==> src/design/pel_pkg.sv <==
// Constants for the event counter and indicator select register group
package pel_pkg;
  localparam int          CNT_W        = 16;
  localparam int          NUM_CNT      = 6;
  localparam int          ADDR_W       = 5;
  localparam int          SYM_RUN_LEN  = 6;
  localparam logic [2:0]  SYM_RUN_LAST = 3'h5;
  localparam logic [4:0]  ADDR_RX_DISCONNECT = 5'h14;
  localparam logic [4:0]  ADDR_RX_ERR_FRAME  = 5'h15;
  localparam logic [4:0]  ADDR_RX_SYM_ERR    = 5'h16;
  localparam logic [4:0]  ADDR_RX_EARLY_END  = 5'h17;
  localparam logic [4:0]  ADDR_RX_10M_EOF    = 5'h18;
  localparam logic [4:0]  ADDR_TX_JABBER     = 5'h19;
  localparam logic [4:0]  ADDR_LED_SELECT    = 5'h1b;
  localparam int          CNT_RX_DISCONNECT  = 0;
  localparam int          CNT_RX_ERR_FRAME   = 1;
  localparam int          CNT_RX_SYM_ERR     = 2;
  localparam int          CNT_RX_EARLY_END   = 3;
  localparam int          CNT_RX_10M_EOF     = 4;
  localparam int          CNT_TX_JABBER      = 5;
  localparam int          SEL_LSB            = 0;
  localparam int          SEL_W              = 3;
  localparam logic [2:0]  SEL_RESET          = 3'h0;
  localparam logic [15:0] CNT_RESET          = 16'h0000;
  localparam logic [15:0] CNT_MAX            = 16'hffff;
  localparam logic [15:0] CNT_ONE            = 16'h0001;
  localparam logic [15:0] READ_ZERO          = 16'h0000;
  typedef enum logic [2:0] {
    SEL_ACT_LINK  = 3'h0,
    SEL_SPD_COL   = 3'h1,
    SEL_SPD_LINK  = 3'h2,
    SEL_ACT_COL   = 3'h3,
    SEL_OFF_OFF   = 3'h4,
    SEL_OFF_ON    = 3'h5,
    SEL_ON_OFF    = 3'h6,
    SEL_ON_ON     = 3'h7
  } pel_sel_t;
endpackage

==> src/design/pel_cnt_if.sv <==
// Carrier between the register front end and the counter bank
`timescale 1ns/100ps
interface pel_cnt_if;
  logic [pel_pkg::NUM_CNT-1:0] evt;
  logic [pel_pkg::NUM_CNT-1:0] clr;
  logic [pel_pkg::CNT_W-1:0]   count [pel_pkg::NUM_CNT];
  modport ctl  (output evt, output clr, input count);
  modport bank (input evt, input clr, output count);
endinterface

==> src/design/pel_counter_bank.sv <==
// Bank of saturating clear-on-read event counters
`timescale 1ns/100ps
module pel_counter_bank (
  input  wire logic ref_clk,
  input  wire logic reset,
  pel_cnt_if.bank   cnt
);
  for (genvar i = 0; i < pel_pkg::NUM_CNT; i++) begin : g_cnt
    logic [pel_pkg::CNT_W-1:0] count_q;
    always_ff @(posedge ref_clk or posedge reset) begin
      if (reset) begin
        count_q <= pel_pkg::CNT_RESET;
      end else if (cnt.clr[i]) begin
        // An event in the clearing cycle survives as a count of one
        count_q <= cnt.evt[i] ? pel_pkg::CNT_ONE : pel_pkg::CNT_RESET;
      end else if (cnt.evt[i] && count_q != pel_pkg::CNT_MAX) begin
        count_q <= count_q + pel_pkg::CNT_ONE;
      end
    end
    assign cnt.count[i] = count_q;
  end
endmodule // pel_counter_bank

==> src/design/pel_phy_error_counters_led_map.sv <==
// Event counters and indicator source select of the transceiver
// How it works
// - Count each receive disconnect event, 16 bits
// - Repeater mode: frame without JK counts disconnect
// - Counters saturate at all ones, never wrap
// - Read clears counter; counters ignore writes
// - Error frame counter: once per errored frame
// - Each run of up to six bad symbols adds one count, on its first
// - Count frames ending without end delimiter
// - Count 10 Mb receive end-of-frame errors
// - Count 10 Mb transmit jabber detections
// - Select codes 0-3 pick indicator sources
// - Codes 4-7 force indicators; resets to 000
// - With select code 0 or 2, link indicator high until link valid, low after
`timescale 1ns/100ps
module pel_phy_error_counters_led_map (
  input  wire logic        ref_clk,
  input  wire logic        reset,
  input  wire logic [4:0]  reg_addr,
  input  wire logic        reg_rd,
  input  wire logic        reg_wr,
  input  wire logic [15:0] reg_wdata,
  output logic      [15:0] reg_rdata,
  input  wire logic        repeater_mode,
  input  wire logic        rx_disconnect_evt,
  input  wire logic        rx_frame_start_no_jk,
  input  wire logic        rx_frame_end,
  input  wire logic        rx_err_cond,
  input  wire logic        rx_symbol_valid,
  input  wire logic        rx_symbol_bad,
  input  wire logic        rx_early_end_evt,
  input  wire logic        rx_10m_eof_err_evt,
  input  wire logic        tx_jabber_evt,
  input  wire logic        activity,
  input  wire logic        link_up,
  input  wire logic        speed_100,
  input  wire logic        collision,
  output logic             activity_indicator_out_n,
  output logic             link_indicator_out_n
);
  pel_cnt_if cnt ();

  pel_counter_bank u_bank (
    .ref_clk (ref_clk),
    .reset   (reset),
    .cnt     (cnt.bank)
  );

  logic [pel_pkg::SEL_W-1:0] indicator_source_select_q;
  logic                      frame_err_q;
  logic [2:0]                sym_run_q;
  logic                      sym_bad_run;
  logic [15:0]               rd_value;
  logic                      rd_hit_cnt;
  logic [pel_pkg::NUM_CNT-1:0] rd_sel;
  logic                      act_src;
  logic                      link_src;

  // Errors seen mid-frame are held so that the frame counts once at its end
  always_ff @(posedge ref_clk or posedge reset) begin
    if (reset) begin
      frame_err_q <= 1'b0;
    end else if (rx_frame_end) begin
      frame_err_q <= 1'b0;
    end else if (rx_err_cond) begin
      frame_err_q <= 1'b1;
    end
  end

  // Run position of bad symbols; first of every six is counted so a lone error still shows
  always_ff @(posedge ref_clk or posedge reset) begin
    if (reset) begin
      sym_run_q <= 3'h0;
    end else if (rx_frame_end) begin
      sym_run_q <= 3'h0;
    end else if (rx_symbol_valid) begin
      if (!rx_symbol_bad || sym_run_q == pel_pkg::SYM_RUN_LAST) begin
        sym_run_q <= 3'h0;
      end else begin
        sym_run_q <= sym_run_q + 3'h1;
      end
    end
  end

  assign sym_bad_run = rx_symbol_valid && rx_symbol_bad && (sym_run_q == 3'h0);

  assign cnt.evt[pel_pkg::CNT_RX_DISCONNECT] = rx_disconnect_evt
                                             || (repeater_mode && rx_frame_start_no_jk);
  assign cnt.evt[pel_pkg::CNT_RX_ERR_FRAME]  = rx_frame_end && (frame_err_q || rx_err_cond);
  assign cnt.evt[pel_pkg::CNT_RX_SYM_ERR]    = sym_bad_run;
  assign cnt.evt[pel_pkg::CNT_RX_EARLY_END]  = rx_early_end_evt;
  assign cnt.evt[pel_pkg::CNT_RX_10M_EOF]    = rx_10m_eof_err_evt;
  assign cnt.evt[pel_pkg::CNT_TX_JABBER]     = tx_jabber_evt;

  always_comb begin
    rd_sel = '0;
    unique case (reg_addr)
      pel_pkg::ADDR_RX_DISCONNECT: rd_sel[pel_pkg::CNT_RX_DISCONNECT] = 1'b1;
      pel_pkg::ADDR_RX_ERR_FRAME:  rd_sel[pel_pkg::CNT_RX_ERR_FRAME]  = 1'b1;
      pel_pkg::ADDR_RX_SYM_ERR:    rd_sel[pel_pkg::CNT_RX_SYM_ERR]    = 1'b1;
      pel_pkg::ADDR_RX_EARLY_END:  rd_sel[pel_pkg::CNT_RX_EARLY_END]  = 1'b1;
      pel_pkg::ADDR_RX_10M_EOF:    rd_sel[pel_pkg::CNT_RX_10M_EOF]    = 1'b1;
      pel_pkg::ADDR_TX_JABBER:     rd_sel[pel_pkg::CNT_TX_JABBER]     = 1'b1;
      default:                     rd_sel = '0;
    endcase
  end

  assign rd_hit_cnt = |rd_sel;
  assign cnt.clr    = reg_rd ? rd_sel : '0;

  always_comb begin
    rd_value = pel_pkg::READ_ZERO;
    for (int i = 0; i < pel_pkg::NUM_CNT; i++) begin
      if (rd_sel[i]) begin
        rd_value = cnt.count[i];
      end
    end
    if (reg_addr == pel_pkg::ADDR_LED_SELECT) begin
      rd_value = {13'h0000, indicator_source_select_q};
    end
  end

  always_ff @(posedge ref_clk or posedge reset) begin
    if (reset) begin
      reg_rdata <= pel_pkg::READ_ZERO;
    end else if (reg_rd) begin
      reg_rdata <= rd_value;
    end
  end

  // Reserved bits are not stored, so they read back as zero whatever is written
  always_ff @(posedge ref_clk or posedge reset) begin
    if (reset) begin
      indicator_source_select_q <= pel_pkg::SEL_RESET;
    end else if (reg_wr && reg_addr == pel_pkg::ADDR_LED_SELECT && !rd_hit_cnt) begin
      indicator_source_select_q <= reg_wdata[pel_pkg::SEL_LSB +: pel_pkg::SEL_W];
    end
  end

  always_comb begin
    act_src  = 1'b0;
    link_src = 1'b0;
    unique case (pel_pkg::pel_sel_t'(indicator_source_select_q))
      pel_pkg::SEL_ACT_LINK: begin
        act_src  = activity;
        link_src = link_up;
      end
      pel_pkg::SEL_SPD_COL: begin
        act_src  = speed_100;
        link_src = collision;
      end
      pel_pkg::SEL_SPD_LINK: begin
        act_src  = speed_100;
        link_src = link_up;
      end
      pel_pkg::SEL_ACT_COL: begin
        act_src  = activity;
        link_src = collision;
      end
      pel_pkg::SEL_OFF_OFF: begin
        act_src  = 1'b0;
        link_src = 1'b0;
      end
      pel_pkg::SEL_OFF_ON: begin
        act_src  = 1'b0;
        link_src = 1'b1;
      end
      pel_pkg::SEL_ON_OFF: begin
        act_src  = 1'b1;
        link_src = 1'b0;
      end
      pel_pkg::SEL_ON_ON: begin
        act_src  = 1'b1;
        link_src = 1'b1;
      end
    endcase
  end

  // Indicators are active low; off after reset until a source turns them on
  always_ff @(posedge ref_clk or posedge reset) begin
    if (reset) begin
      activity_indicator_out_n <= 1'b1;
      link_indicator_out_n     <= 1'b1;
    end else begin
      activity_indicator_out_n <= ~act_src;
      link_indicator_out_n     <= ~link_src;
    end
  end
endmodule // pel_phy_error_counters_led_map

==> config.mk <==
export PLATFORM = sky130hd
export DESIGN_NAME = pel_phy_error_counters_led_map
export DESIGN_NICKNAME = d
export VERILOG_FILES = /design/src/design/pel_pkg.sv /design/src/design/pel_cnt_if.sv /design/src/design/pel_counter_bank.sv /design/src/design/pel_phy_error_counters_led_map.sv
export SDC_FILE = /design/constraint.sdc
export NUM_CORES = 1
export LEC_CHECK = 0
export ABC_AREA = 1
export BUFFER_PORTS_ARGS = -buffer_cell sky130_fd_sc_hd__buf_2
export CAP_MARGIN = 20
export CORE_ASPECT_RATIO = 0.7
export CORE_MARGIN = 4
export CORE_UTILIZATION = 25
export DETAILED_ROUTE_END_ITERATION = 12
export GPL_TIMING_DRIVEN = 0
export PLACE_DENSITY_LB_ADDON = 0.05
export SYNTH_ARGS = -nofsm -noshare
export SYNTH_HDL_FRONTEND = slang
export SYNTH_HIERARCHICAL = 1
export SYNTH_SLANG_ARGS = --single-unit
==> constraint.sdc <==
create_clock -name ref_clk -period 3.7 [get_ports ref_clk]
set_input_delay 0.555 -clock ref_clk [delete_from_list [all_inputs] [get_ports ref_clk]]
set_output_delay 0.555 -clock ref_clk [all_outputs]
set_load 0.03 [all_outputs]
==> run metrics <==
weighted congestion reported at the end of routability-driven placement=0.793; top post-synthesis cells by area=sky130_fd_sc_hd__dfrtp_1 37%, sky130_fd_sc_hd__nand2_1 21%, sky130_fd_sc_hd__nor2_1 7.4%; synthesized-area fraction occupied by xor and xnor cells=under 10%; cell row count=54; via count of the first global-routing pass=7356; remaining design rule violation count=0; total overflow reported by the global router=0; instance count of the mapped netlist=1207; compound-gate portion of the synthesized area=7.30%; type of the tightest min-delay check=in -> async; proportion of synthesized chip area in sequential cells=37.3%; number of maximum-capacitance constraint violations=0; dominant combinational cell family by area after synthesis=simple AND/OR/NAND/NOR gates; Clk pin slew, worst setup/hold paths=0.06 ns; number of H-tree branching levels=4; number of buffers inserted to repair setup after CTS=0; async set-or-reset flop fraction in the synthesized netlist=100%; count of port buffers added during placement=42; Post-synth EDFFs=0; DP Wirelength=21700 um; register bit total from synthesis=121; setup tns final=0 ns; number of warnings printed during yosys synthesis=6; die outline area=between 30000 and 40000 um2; worst max-slew margin expressed relative to the limit=a little under half; post-synthesis cell type with the largest combined area=sky130_fd_sc_hd__dfrtp_1; status=finished clean; worst slew pin tran=0.791 ns; cell with the biggest individual delay on the critical path=sky130_fd_sc_hd__nor2_1; root buffer selected by CTS=sky130_fd_sc_hd__clkbuf_16; Max stage delay on crit path=0.59 ns; Max Clk Rate=around 380 MHz; required time of the critical path=about 4 ns; Routed WL=~28000 um; Final Max Tran Viols=0; setup repair after global routing missed its margin=false; number of gates resized after CTS=0; mux share of post-synthesis cell area=0%; wire per inst=about 16 um; Lkg Pwr=4.64 nW; via count=a little under 8000; Netlist cell types=43; Worst Path Arrival=2.97 ns; Final Power=0.00434 W; prevailing post-synth register cell=sky130_fd_sc_hd__dfrtp_1; first-pass GRT wire length=44500 um; worst setup path category=in -> reg; antenna violations before repair=0; quantity of hold-fixing buffers added after cts=0; top-area cell type share of the netlist area=36.7%; Most Frequent Cell on Critical Path=sky130_fd_sc_hd__nand2_1; VDD IR max=0.000250 V; Critical Path Start=reg_rd; Area growth syn-to-layout=17.6%; detail-routed via count per cell=approximately 4.6; Simple-Gate Fraction of Synth Area=~44%; Tot GR Track Use=16.1%; power per cell area=around 450 nW/um2; synthesized netlist net count=1255; Final period util=71.6%; share of cells above drive strength 1=between 10% and 20%; cell types with the highest counts after synthesis=450 x sky130_fd_sc_hd__nand2_1, 159 x sky130_fd_sc_hd__nor2_1, 119 x sky130_fd_sc_hd__dfrtp_1, 104 x sky130_fd_sc_hd__nand3_1, 87 x sky130_fd_sc_hd__inv_1; final number of hold-violating endpoints=0; post-synthesis average cell area=a little under 7 um2; minimum period implied by the final worst setup slack=2.65 ns; starting utilization of the core area=25.7%; most common cell in the synthesized netlist=sky130_fd_sc_hd__nand2_1; CTS tree=yes; vertical die dimension=159 um; Antenna Cells=0; clock buffer count from CTS=17; Sinks on Clock Net=~120; maximum number of pins on one net before global-route repair=52; synthesized cell area=just over 8000 um2; Critical Path Start Type=primary input; buffer and inverter count on the worst path=6; clock latency on the worst-skew pair=0.44 ns; CP Cell Sequence=buf_2 -> clkinv_1 -> clkbuf_1 -> nor2_1 -> inv_1 -> o21ai_4 -> clkinv_2 -> buf_6 -> nand2_1 -> nand2_1; post-synthesis share of cell area spent on full adders, half adders and majority gates=1.39%; Top delay family on crit path=buffers and inverters; clock tree skew after final layout=between 0.008 and 0.009 ns; Final Setup Violations=0; total I/O pin count=57; maximum net fanout on the critical path=10; endpoint type of the worst setup path=flop; CTS Buffer Depth=2; residual antenna-violating net count after detailed routing=0; area of the core=between 30000 and 40000 um2; DR iter-0 viols=551; horizontal die dimension=between 200 and 250 um; number of nets in the final layout=1318; worst reg2reg path startpoint=sym_run_q[0]$_DFFE_PP0P_; detailed-router iteration count before antenna repair=7
==> final timing paths <==
| path | slack (ns) | endpoint | depth (start not counted) |
|---|---|---|---|
| max | 1.05 | u_bank/g_cnt[5].count_q[2]$_DFFE_PP0P_ | 10 |
| min | 0.13 | reg_rdata[1]$_DFFE_PP0P_ | 2 |
| max reg2reg | 1.65 | u_bank/g_cnt[2].count_q[15]$_DFFE_PP0P_ | 9 |
| min reg2reg | 0.48 | reg_rdata[9]$_DFFE_PP0P_ | 2 |
| max in group asynchronous | 2.77 | u_bank/g_cnt[4].count_q[14]$_DFFE_PP0P_ | 3 |
| min in group ref_clk | 0.26 | link_indicator_out_n$_DFF_PP1_ | 2 |
==> layout by cell type, fill, tap and decap left out, drive strengths merged <==
cell      count
a211oi        1
xnor2         6
a21oi        40
inv          96
a21boi        6
a21o          1
nand3b        2
clkinv        5
clkbuf       27
buf          68
or2           5
nand2       464
o31ai         1
xor2         20
clkinvlp      4
o21ai        44
dfstp         2
nand4        59
bufinv        3
nor2        182
o311ai        1
o211ai        2
dfrtp       119
o21bai        5
a31oi         1
nand3       106
ha            9
nor3          4
==> worst register-to-register path, stage by stage, from the launching register on <==
cell	delay [ns]
sky130_fd_sc_hd__dfrtp_1	0.42
sky130_fd_sc_hd__inv_1	0.07
sky130_fd_sc_hd__ha_1	0.14
sky130_fd_sc_hd__nand2_1	0.05
sky130_fd_sc_hd__nor3_1	0.48
sky130_fd_sc_hd__inv_1	0.19
sky130_fd_sc_hd__nor2_1	0.16
sky130_fd_sc_hd__buf_2	0.24
sky130_fd_sc_hd__nand4_1	0.14
sky130_fd_sc_hd__nand2_1	0.10
==> cell type report <==
cell class	count	area [um2]
Buffer	28	198
Clock buffer	23	498
Clock inverter	9	138
Fill cell	3494	22000
Inverter	99	379
Multi-Input combinational cell	959	4510
Sequential cell	121	3030
Tap cell	420	526
Timing Repair Buffer	44	265
==> cells by family after synthesis <==
kind of cell | count (synthesis)
and+or+nand+nor | 822
buffers and inverters | 127
DFF | 121
AOI/OAI and AO/OA | 102
xor gates and xnor gates | 26
adders and majority gates | 9
==> stage by stage <==
| stage | hold slack (ns) | std cells | setup slack (ns) | utilization, % | cell area [um2] |
|---|---|---|---|---|---|
| after floorplan | 0.450 | 1207 | 0.640 | - | 8120 |
| after global placement | 0.463 | 1669 | -1.20 | 28.1 | 8850 |
| after detailed placement | 0.464 | 1671 | 0.632 | 28.2 | 8910 |
| after CTS | 0.115 | 1703 | 1.10 | 30.3 | 9550 |
| after global routing | 0.125 | 1703 | 0.862 | 30.3 | 9550 |
| final | 0.126 | 1703 | 1.05 | 30.3 | 9550 |
==> state kept, by name, summed over array words and instances (netlist names) <==
| name | count |
|---|---|
| frame_err_q | 1 |
| indicator_source_select_q | 3 |
| sym_run_q | 3 |
| reg_rdata | 16 |
| u_bank/g_cnt.count_q | 96 |
| link_indicator_out_n | 1 |
| activity_indicator_out_n | 1 |
==> where the power goes <==
part | switching (W) | internal, W | total, W | leakage (nW)
sequential | 0.000301 | 0.00151 | 0.00181 | 1.62
combinational | 0.000448 | 0.000273 | 0.000721 | 2.72
clock | 0.000656 | 0.00115 | 0.00181 | 0.298
total | 0.00141 | 0.00293 | 0.00434 | 4.64
==> layer usage <==
layer  vias up  routed length [um]  GRT usage (%)
met5         -                   0              0
li1       4019                   -              -
met2       128               10600           20.9
met4         0                 228           3.39
met1      3663               16200           26.6
met3        11                1000           3.36
No activity file was read; power rests on OpenSTA's default activity.
